### config.mk
export PLATFORM = sky130hd
export DESIGN_NAME = spm_regs
export DESIGN_NICKNAME = d
export VERILOG_FILES = /design/src/pkg/spm_pkg.sv /design/src/spm_parity.sv /design/src/spm_regs.sv
export SDC_FILE = /design/constraint.sdc
export NUM_CORES = 1
export LEC_CHECK = 0
export ABC_AREA = 1
export BUFFER_PORTS_ARGS = -buffer_cell sky130_fd_sc_hd__buf_2
export CAP_MARGIN = 10
export CELL_PAD_IN_SITES_DETAIL_PLACEMENT = 0
export CELL_PAD_IN_SITES_GLOBAL_PLACEMENT = 2
export CORE_UTILIZATION = 36
export CTS_CLUSTER_SIZE = 10
export DETAILED_ROUTE_END_ITERATION = 7
export PLACE_DENSITY_LB_ADDON = 0.1
export SYNTH_ARGS = -nofsm -noshare
export SYNTH_HDL_FRONTEND = slang
export SYNTH_SLANG_ARGS = --single-unit
### constraint.sdc
create_clock -name clk_i -period 2.9 [get_ports clk_i]
set_input_delay 0.435 -clock clk_i [delete_from_list [all_inputs] [get_ports clk_i]]
set_output_delay 0.435 -clock clk_i [all_outputs]
set_load 0.05 [all_outputs]
### src/pkg/spm_pkg.sv
/*
  constants for the spi write-parity, analog monitor and scratch register block.
  assumes 16-bit spi frames, msb first, one frame per chip-select low period.
*/
package spm_pkg;

  // frame layout
  localparam logic [4:0] FRAME_BITS_CNT = 5'h10;
  localparam logic [4:0] HEAD_BITS_CNT  = 5'h07;
  localparam int         CMD_HI         = 15;
  localparam int         CMD_LO         = 14;
  localparam int         ADDR_HI        = 13;
  localparam int         ADDR_LO        = 9;
  localparam int         PARITY_BIT     = 8;
  localparam int         DATA_HI        = 7;
  localparam int         DATA_LO        = 0;

  // command codes in the two top bits
  localparam logic [1:0] CMD_READ       = 2'h0;
  localparam logic [1:0] CMD_WRITE      = 2'h1;

  // register addresses
  localparam logic [4:0] ADDR_MONITOR   = 5'h00;
  localparam logic [4:0] ADDR_SCRATCH_A = 5'h01;
  localparam logic [4:0] ADDR_SCRATCH_D = 5'h04;
  localparam int         SCRATCH_COUNT  = 4;

  // analog_monitor_control fields
  localparam int         MON_SEL_HI     = 7;
  localparam int         MON_SEL_LO     = 5;
  localparam int         MON_RES_BIT    = 4;
  localparam int         MON_ATT_BIT    = 3;
  localparam logic [7:0] MON_WRITE_MASK = 8'hf8;
  localparam logic [7:0] MON_RESET      = 8'h00;
  localparam logic [7:0] SCRATCH_RESET  = 8'h00;
  localparam logic [7:0] READ_FILL      = 8'h00;

  // monitor source codes
  localparam logic [2:0] SRC_OFF         = 3'h0;
  localparam logic [2:0] SRC_REG_CURRENT = 3'h1;
  localparam logic [2:0] SRC_REFERENCE   = 3'h2;
  localparam logic [2:0] SRC_TEMPERATURE = 3'h3;
  localparam logic [2:0] SRC_IO_FIRST    = 3'h4;
  localparam logic [2:0] SRC_IO_SECOND   = 3'h5;
  localparam logic [2:0] SRC_SUPPLY      = 3'h6;
  localparam logic [2:0] SRC_SENSE       = 3'h7;

endpackage

### src/spm_parity.sv
/*
  odd-parity check of one 16-bit spi frame.
  assumes the frame is stable while its result is used.
*/
module spm_parity
  import spm_pkg::*;
(
  // frame
  input  wire logic [15:0] frame_i,
  // result
  output logic             parity_ok_o,
  output logic             expected_bit_o
);

  // bit eight high when the counted ones are even
  assign expected_bit_o = ~(^{frame_i[CMD_HI:ADDR_LO], frame_i[DATA_HI:DATA_LO]}); // RULE_02 RULE_03
  assign parity_ok_o    = (frame_i[PARITY_BIT] == expected_bit_o);

endmodule

### src/spm_regs.sv
/*
  spi slave holding the analog monitor select register and four scratch bytes,
  with optional write-frame parity check.
  assumes spi inputs synchronous to clk_i, sclk idle low, mosi sampled on rising
  sclk, miso shifted on falling sclk, sclk well below half the clk_i rate.
*/
// What this block does
// RULE_01 - parity only concerns write frames, top control bits 01.
// RULE_02 - parity counts ones in bits fifteen to nine and seven to zero.
// RULE_03 - host sets bit eight so the whole frame has odd ones.
// RULE_04 - parity is checked only while the setup parity enable is set.
// RULE_05 - without parity the host sends bit eight as zero.
// RULE_06 - monitor register: select 7..5, resistor 4, scaling 3, low bits zero.
// RULE_07 - select code picks one of eight analog sources, zero is off.
// RULE_08 - bit four one connects the internal resistor to ground.
// RULE_09 - bit three picks gain or attenuation, only for the i/o sources.
// RULE_10 - monitor clears on reset, regulator off, or leaving normal mode.
// RULE_11 - monitor access while regulator off is ignored and clears it.
// RULE_12 - four scratch bytes at 1..4, cleared only by power-on reset.
// RULE_13 - write frame: command, five-bit address, parity, eight data bits.
// RULE_14 - read-back frame returns fixed status then the register contents.
// RULE_15 - write with bad parity is discarded, register unchanged.
module spm_regs
  import spm_pkg::*;
(
  // clock and reset
  input  wire logic       clk_i,
  input  wire logic       sys_rst_i,
  // spi
  input  wire logic       spi_sclk_i,
  input  wire logic       spi_cs_n_i,
  input  wire logic       spi_mosi_i,
  output logic            spi_miso_o,
  // device state
  input  wire logic       parity_enable_i,
  input  wire logic       can_reg_on_i,
  input  wire logic       normal_mode_i,
  input  wire logic [7:0] fixed_status_i,
  input  wire logic [7:0] extended_status_i,
  // analog monitor controls
  output logic [2:0]      monitor_select_o,
  output logic            internal_sense_resistor_enable_o,
  output logic            io_attenuation_o,
  // events
  output logic            parity_error_o
);

  logic        sclk_q;
  logic        cs_n_q;
  logic [4:0]  bit_cnt;
  logic [15:0] rx;
  logic [15:0] tx;
  logic [7:0]  mon;
  logic [7:0]  scratch [SCRATCH_COUNT];
  logic [31:0] scratch_flat;
  logic [7:0]  rd_byte;
  logic [7:0]  head_byte;
  logic        parity_ok;
  logic        sclk_rise;
  logic        sclk_fall;
  logic        cs_fall;
  logic        cs_rise;
  logic        frame_end;
  logic        is_write;
  logic        parity_bad;
  logic        write_ok;
  logic        readback;
  logic        mon_blocked;
  logic [1:0]  cmd;
  logic [4:0]  addr;
  logic [7:0]  data;

  assign sclk_rise   = spi_sclk_i & ~sclk_q & ~spi_cs_n_i;
  assign sclk_fall   = ~spi_sclk_i & sclk_q & ~spi_cs_n_i;
  assign cs_fall     = ~spi_cs_n_i & cs_n_q;
  assign cs_rise     = spi_cs_n_i & ~cs_n_q;
  assign cmd         = rx[CMD_HI:CMD_LO];
  assign addr        = rx[ADDR_HI:ADDR_LO];
  assign data        = rx[DATA_HI:DATA_LO];
  assign frame_end   = cs_rise & (bit_cnt == FRAME_BITS_CNT); // RULE_13
  assign is_write    = frame_end & (cmd == CMD_WRITE); // RULE_01
  // bit eight of a write frame carries no meaning with parity off
  assign parity_bad  = is_write & parity_enable_i & ~parity_ok; // RULE_04 RULE_05
  assign write_ok    = is_write & ~parity_bad; // RULE_15
  assign mon_blocked = ~can_reg_on_i | ~normal_mode_i;
  assign head_byte   = {rx[6:0], spi_mosi_i};
  assign readback    = (head_byte[7:6] == CMD_READ) & head_byte[0]; // RULE_14

  spm_parity u_parity (
    .frame_i        (rx),
    .parity_ok_o    (parity_ok),
    .expected_bit_o ()
  );

  // edge detect and bit counter
  always_ff @(posedge clk_i or posedge sys_rst_i) begin
    if (sys_rst_i) begin
      sclk_q  <= 1'b0;
      cs_n_q  <= 1'b1;
      bit_cnt <= 5'h00;
      rx      <= 16'h0000;
    end else begin
      sclk_q <= spi_sclk_i;
      cs_n_q <= spi_cs_n_i;
      if (cs_fall) begin
        bit_cnt <= 5'h00;
      end else if (sclk_rise) begin
        rx <= {rx[14:0], spi_mosi_i};
        // saturate so overlong frames never match
        if (bit_cnt <= FRAME_BITS_CNT) begin
          bit_cnt <= bit_cnt + 5'h01;
        end
      end
    end
  end

  // read-back byte for the address in the head byte
  always_comb begin
    rd_byte = READ_FILL;
    if (head_byte[5:1] == ADDR_MONITOR) begin
      rd_byte = can_reg_on_i ? mon : READ_FILL; // RULE_11
    end else if (head_byte[5:1] >= ADDR_SCRATCH_A && head_byte[5:1] <= ADDR_SCRATCH_D) begin
      rd_byte = scratch[2'(head_byte[5:1] - ADDR_SCRATCH_A)];
    end
  end

  // miso shifter
  always_ff @(posedge clk_i or posedge sys_rst_i) begin
    if (sys_rst_i) begin
      tx         <= 16'h0000;
      spi_miso_o <= 1'b0;
    end else if (cs_fall) begin
      tx         <= {fixed_status_i, extended_status_i};
      spi_miso_o <= fixed_status_i[7];
    end else if (cs_rise) begin
      spi_miso_o <= 1'b0;
    end else if (sclk_fall) begin
      tx         <= {tx[14:0], 1'b0};
      spi_miso_o <= tx[14];
    end else if (sclk_rise && bit_cnt == HEAD_BITS_CNT && readback) begin
      // seven shifts done, low byte sits in bits 14..7
      tx[14:7] <= rd_byte; // RULE_14
    end
  end

  // analog monitor register
  always_ff @(posedge clk_i or posedge sys_rst_i) begin
    if (sys_rst_i) begin
      mon <= MON_RESET;
    end else if (mon_blocked) begin
      mon <= MON_RESET; // RULE_10 RULE_11
    end else if (write_ok && addr == ADDR_MONITOR) begin
      mon <= data & MON_WRITE_MASK; // RULE_06
    end
  end

  assign monitor_select_o                 = mon[MON_SEL_HI:MON_SEL_LO]; // RULE_07
  assign internal_sense_resistor_enable_o = mon[MON_RES_BIT]; // RULE_08

  // scaling only matters for the two i/o sources
  always_ff @(posedge clk_i or posedge sys_rst_i) begin
    if (sys_rst_i) begin
      io_attenuation_o <= 1'b0;
    end else begin
      io_attenuation_o <= mon[MON_ATT_BIT] & ((mon[MON_SEL_HI:MON_SEL_LO] == SRC_IO_FIRST) |
                          (mon[MON_SEL_HI:MON_SEL_LO] == SRC_IO_SECOND)); // RULE_09
    end
  end

  always_ff @(posedge clk_i or posedge sys_rst_i) begin
    if (sys_rst_i) begin
      parity_error_o <= 1'b0;
    end else begin
      parity_error_o <= parity_bad; // RULE_15
    end
  end

  // scratch bytes
  genvar gi;
  generate
    for (gi = 0; gi < SCRATCH_COUNT; gi++) begin : g_scratch
      always_ff @(posedge clk_i or posedge sys_rst_i) begin
        if (sys_rst_i) begin
          scratch[gi] <= SCRATCH_RESET;
        end else if (write_ok && addr == (ADDR_SCRATCH_A + 5'(gi))) begin
          scratch[gi] <= data; // RULE_12
        end
      end
      assign scratch_flat[8*gi +: 8] = scratch[gi];
    end
  endgenerate

  write_kind_a: assert property (@(posedge clk_i) disable iff (sys_rst_i) // RULE_01
    frame_end && cmd != CMD_WRITE |=> $stable(scratch_flat))
    else $error("non-write frame changed a scratch byte");

  parity_calc_a: assert property (@(posedge clk_i) disable iff (sys_rst_i) // RULE_02
    parity_ok == ($countones({rx[15:9], rx[7:0]}) % 2 != int'(rx[PARITY_BIT])))
    else $error("parity result does not match counted ones");

  parity_off_a: assert property (@(posedge clk_i) disable iff (sys_rst_i) // RULE_04
    is_write && !parity_enable_i && addr == ADDR_SCRATCH_A |=> scratch[0] == $past(data))
    else $error("write refused while parity disabled");

  mon_layout_a: assert property (@(posedge clk_i) disable iff (sys_rst_i) // RULE_06
    mon[2:0] == 3'h0)
    else $error("monitor low bits not zero");

  select_write_a: assert property (@(posedge clk_i) disable iff (sys_rst_i) // RULE_07
    write_ok && addr == ADDR_MONITOR && !mon_blocked |=>
      monitor_select_o == $past(data[MON_SEL_HI:MON_SEL_LO]))
    else $error("monitor select not taken from write");

  resistor_write_a: assert property (@(posedge clk_i) disable iff (sys_rst_i) // RULE_08
    write_ok && addr == ADDR_MONITOR && !mon_blocked |=>
      internal_sense_resistor_enable_o == $past(data[MON_RES_BIT]))
    else $error("resistor enable not taken from write");

  scaling_io_a: assert property (@(posedge clk_i) disable iff (sys_rst_i) // RULE_09
    monitor_select_o != SRC_IO_FIRST && monitor_select_o != SRC_IO_SECOND |=> !io_attenuation_o)
    else $error("attenuation active for non-io source");

  mon_clear_a: assert property (@(posedge clk_i) disable iff (sys_rst_i) // RULE_10
    mon_blocked |=> mon == MON_RESET [*1] ##0 monitor_select_o == SRC_OFF)
    else $error("monitor not cleared while blocked");

  mon_access_a: assert property (@(posedge clk_i) disable iff (sys_rst_i) // RULE_11
    frame_end && !can_reg_on_i && addr == ADDR_MONITOR |=> mon == MON_RESET)
    else $error("monitor access with regulator off not cleared");

  scratch_hold_a: assert property (@(posedge clk_i) disable iff (sys_rst_i) // RULE_12
    !write_ok |=> $stable(scratch_flat))
    else $error("scratch byte changed without write");

  frame_len_a: assert property (@(posedge clk_i) disable iff (sys_rst_i) // RULE_13
    cs_rise && bit_cnt != FRAME_BITS_CNT |=> $stable(scratch_flat))
    else $error("short or long frame was taken");

  readback_a: assert property (@(posedge clk_i) disable iff (sys_rst_i) // RULE_14
    sclk_rise && bit_cnt == HEAD_BITS_CNT && readback && !cs_fall |=> tx[14:7] == $past(rd_byte))
    else $error("read-back byte not loaded");

  parity_drop_a: assert property (@(posedge clk_i) disable iff (sys_rst_i) // RULE_15
    parity_bad |=> $stable(scratch_flat) && parity_error_o)
    else $error("bad-parity write not discarded");

endmodule

# Yosys cells after proc, flatten, opt, wreduce, memory -nomap -nowiden

Cells that the tools add are included.

Output and inout bits: 7
Logic and storage cells: 98
Latch bits: 0
Bits in read-only memories: 0
Register bits: 81
Memories: 0
Input bits: 24
Bits in writable memories: 0

Mux-type cells: 19
Shift-type cells: 0
Multiply operators: 0
Divide/modulo/power cells: 0
Equal/unequal tests: 11
Bitwise gates (word level): 26
Order comparisons: 4
Reduce and logical (&&, ||, !) cells: 22
Add/subtract/negate cells: 2

Operators by type and width:

| operator            | count |
|---|---|
| $mux 8              | 9 |
| $mux 15             | 2 |
| $bmux 8 s2          | 1 |
| $mux 5              | 3 |
| $reduce_xor 15->1   | 1 |
| $and 1x1->1         | 13 |
| $eq 5x2->1 const B  | 2 |
| $eq 5x3->1 const B  | 2 |
| $logic_not 5->1     | 2 |
| $not 1->1           | 10 |
| $logic_and 1x1->1   | 8 |
| $reduce_and 2->1    | 4 |
| $reduce_bool 2->1   | 4 |
| $mux 7              | 1 |
| $eq 3x3->1 const B  | 2 |
| $reduce_bool 3->1   | 2 |
| $add 5x1->5 const B | 1 |
| $eq 5x1->1 const B  | 1 |
| $eq 5x5->1 const B  | 1 |
| $ge 5x1->1 const B  | 1 |
| $le 5x3->1 const B  | 1 |
| $le 5x5->1 const B  | 1 |
| $ge 3x3->1 const B  | 1 |
| $mux 1              | 3 |
| other kinds (7)     | 8 |

# Depth between registers and ports, before layout

Depth in word-level cells: 11
Gate-level depth with buffers: 17

# Hierarchy

From an unflattened synthesis, not the netlist that was laid out.

Cell total of the unflattened synthesis: 624
Area total of the unflattened synthesis: 4,501.8 sq um

By module, submodules not included:

| module     | area an instance (sq um) | times used | cells an instance |
|---|---|---|---|
| spm_regs   | 4,075.2                  | 1          | 517 |
| spm_parity | 426.7                    | 1          | 107 |

# Worst setup path before layout

OpenSTA, ideal clock, no wires.

Path type: flip-flop to flip-flop
Start: register rx[0]
End: register scratch[24] (netlist name)
Cell stages (with the launch flop): 17
Period minus slack after synthesis: 2.450 ns
Path slack: 0.450 ns
Library setup time: 0.136 ns
Data required time: 2.764 ns
Arrival: 2.314 ns
Path through: dfrtp_1 buf_2 inv_1 clkbuf_1 ha_1 buf_4 xnor2_1 nand2_1 nand3_1 nand2_1 nand2_1 nand2_1 nand2_2 nand3_1 buf_4 nand2_1 o21ai_0

Longest elaborated chain between the ends: 8

Ends and longest elaborated chain:

| item                           | RTL line         | text |
|---|---|---|
| start: declaration             | spm_regs.sv:51   | `logic [15:0] rx;` |
| start signal: assignment       | spm_regs.sv:108  | `rx <= {rx[14:0], spi_mosi_i};` |
| $reduce_xor 15->1              | spm_parity.sv:16 | `assign expected_bit_o = ~(^{frame_i[CMD_HI:ADDR_LO], frame_i[DATA_HI:DATA_LO]});` |
| $not 1->1                      | spm_parity.sv:16 |  |
| $eq 1x1->1                     | spm_parity.sv:17 | `assign parity_ok_o = (frame_i[PARITY_BIT] == expected_bit_o);` |
| $not 1->1                      | spm_regs.sv:83   | `assign parity_bad = is_write & parity_enable_i & ~parity_ok;` |
| $and 1x1->1                    | spm_regs.sv:83   |  |
| $not 1->1                      | spm_regs.sv:84   | `assign write_ok = is_write & ~parity_bad;` |
| $and 1x1->1                    | spm_regs.sv:84   |  |
| $logic_and 1x1->1              | spm_regs.sv:185  | `end else if (write_ok && addr == (ADDR_SCRATCH_A + 5'(gi))) begin` |
| end signal: indexed assignment | spm_regs.sv:186  | `scratch[gi] <= data;` |
| end: declaration               | spm_regs.sv:54   | `logic [7:0] scratch [SCRATCH_COUNT];` |

Parallel ways exist; a longest one is shown, timed or not.
A chain may end at the register's enable or synchronous reset.

# Worst setup path after layout

Start: register rx[3]
End: register scratch[22] (netlist name)

Longest elaborated chain between the ends: 8

Ends and longest elaborated chain:

| item              | RTL line |
|---|---|
| $reduce_xor 15->1 | spm_parity.sv:16 |
| $not 1->1         | spm_parity.sv:16 |
| $eq 1x1->1        | spm_parity.sv:17 |
| $not 1->1         | spm_regs.sv:83 |
| $and 1x1->1       | spm_regs.sv:83 |
| $not 1->1         | spm_regs.sv:84 |
| $and 1x1->1       | spm_regs.sv:84 |
| $logic_and 1x1->1 | spm_regs.sv:185 |

No other way between the ends.

==> results.yml <==
status:
  status: "finished clean"
critical_path:
  cp.required_ps: 3160
  startpoint_type: "register"
  path_class: "reg2reg"
  r2r-end: "scratch[22]"
  rrSetupSlack_ps: 470
  path_max_fanout: 16
  reg2reg_from: "rx[3]"
  ff2ff_path_depth: 12
  cp.arrival_ps: 2690
  cp-end-kind: "register"
floorplan:
  ioPinCount: 31
  die_y_microns: 105.7
  dieArea_sq_mm: 0.01117
  core-area_sq_mm: 0.01037
  num_rows: 37
  die_w_microns: 105.7
  start_util_pct: 37.33
sta:
  tightest_slew_ps: 898.4
  fin_worst_skew_ps: 10.90
  slew_headroom_pct: 39.64
  setup_violations: 0
  fin_setup_tns_ps: 0
  fin_crit_ps: 2428
  fmax_mhz: 411.8
  hold_viol: 0
  fin_ws_ps: 471.9
  rsz0062_at_grt: "no"
  final_max_slew_viol_count: 0
  final.period_utilization_pct: 83.73
logic_synthesis:
  synthArstFlopShare_pct: 100.0
  synth-edff-count: 0
  yosys_warnings: 0
  yosysSeqAreaShare_pct: 50.45
  netlist_instances: 478
  ys_types: 27
  synth_top_area_share_pct: 49.77
  synth.avg_cell_area_sq_um: 8.099
  synth_area_sq_mm: 0.003871
  synth-seq-cells: 78
  synth_ff_type: "dfrtp_1"
  synth_nets: 514
  synth_top_area_cell: "dfrtp_1"
  netlist_top_cells_area: "dfrtp_1, nand2_1, o21ai_0, nand3_1, ha_1"
grt:
  grt_overflow: 0
  gr-usage-all-layers_pct: 19.52
  grt_pass1_wl_mm: 16.78
  first_global_vias: 3312
  grt_max_degree: 43
  antenna_found_initial: 0
clock_network:
  root_buffer: "clkbuf_8"
  cts_tree: "built"
  cts_made_buffers: 9
  cts.reportedPaths.clkPinSlew_ps: 80
  clk_latency_ps: 360
  cts_sinks: 78
  ctsResizeCount: 0
  clockBufferDepth: 2
  cts_max_level: 3
  ctsHoldBuffers: 0
  cts_setup_buffers: 0
placement:
  gp_routability_congestion: 0.7289
  portBuffers: 30
  hpwl_mm: 6.816
  pre_cts_slack_ps: 482.8
worst_hold_path:
  min_path_type: "in2async"
layout:
  fin_nets: 544
  n_antenna_cell: 0
  area_delta_synth_final_pct: 13.38
  num-fill-cells: 1100
  drive_above_1_share_pct: 11.11
  final_cell_mix: "nand2_1, o21ai_0, dfrtp_1"
  final_common_cell: "nand2_1"
pwr:
  power_density_mw_per_mm2: 617.5
  vdd_ir_drop_max_mv: 0.2332
  p_leak_nw: 2.129
  power_mw: 2.710
route:
  drc_errors: 0
  firstDrtPassIters: 4
  num_vias: 3172
  wire_per_inst_microns: 15.10
  wirelength_mm: 9.802
  via_per_inst: 4.888
  drtAntennaViolNets: 0
  drtIter0Drc: 162
run:
  cap_violations: 0
## critical path, stage by stage, from the launching register on
cell	delay (ps)
dfrtp_1	390
inv_1	200
ha_1	310
xor2_1	170
nand2_1	80
nand2_1	60
nand2_1	70
nand2_1	50
nand2_1	50
nand2_1	60
nand2_2	110
nand3_1	450
o21ai_0	340
## metrics by stage
stage                     hold WS [ps]  utilization [%]  area, sq um  cells
after floorplan                  439.5                -         3871    478
after global placement           460.1            40.11         4159    633
after detailed placement         467.9            40.11         4159    633
after CTS                        177.0            42.33         4389    649
after global routing             198.3            42.33         4389    649
final                            158.1            42.33         4389    649
## state kept, by name (all words and copies together), names as in the netlist
name	count
mon	5
sclk_q	1
rx	16
spi_miso_o	1
cs_n_q	1
scratch	32
parity_error_o	1
bit_cnt	5
io_attenuation_o	1
tx	15
## power breakdown
group,switching [mW],internal (mW)
sequential,0.0411,1.15
clock,0.404,0.572
combinational,0.363,0.181
total,0.808,1.90
## area by class of cell
type | instances | area [sq um] | area share (%)
flip-flops and latches | 78 | 1953 | 44.50
repair buffers | 38 | 222.7 | 5.074
multi-input cells | 343 | 1669 | 38.03
clock buffers | 12 | 135.1 | 3.079
clock inverters | 4 | 95.09 | 2.166
well taps | 136 | 170.2 | 3.877
inverters | 38 | 143.9 | 3.278
## kinds of logic after synthesis
group | synth area share, %
compound gates | 14.09
xor+xnor | 1.358
buf+inv | 6.431
fa+ha+maj | 3.878
flops | 50.45
simple gates | 23.79
## worst max-delay path by stage
stage	startpoint	endpoint	slack, ps	cells after the start
5_1_grt	rx[3]	scratch[19]	200	12
4_1_cts	rx[3]	scratch[22]	460	12
2_1_floorplan	rx[0]	scratch[24]	450	16
3_5_place_dp	rx[3]	scratch[20]	480	12
3_3_place_gp	rx[3]	scratch[22]	560	12
6_report	rx[3]	scratch[22]	470	12
## cells in the mapped netlist, types with 3 or more instances
cell,number
a21oi_1,13
inv_1,36
xor2_1,3
dfrtp_1,77
clkbuf_1,9
buf_4,9
nand3_1,43
nor3_1,3
ha_1,12
nand2_1,132
nor2_1,37
xnor2_1,3
o211ai_1,3
o21ai_0,77
o22ai_1,9
## per-layer routing
| layer | routed length (microns) | track usage (%) |
|---|---|---|
| met5 | 0 | 0 |
| met2 | 4585 | 31.37 |
| met1 | 4798 | 25.98 |
| met4 | 208 | 6.944 |
| met3 | 209 | 4.082 |
Note: power is estimated with default switching activity, not from simulation.
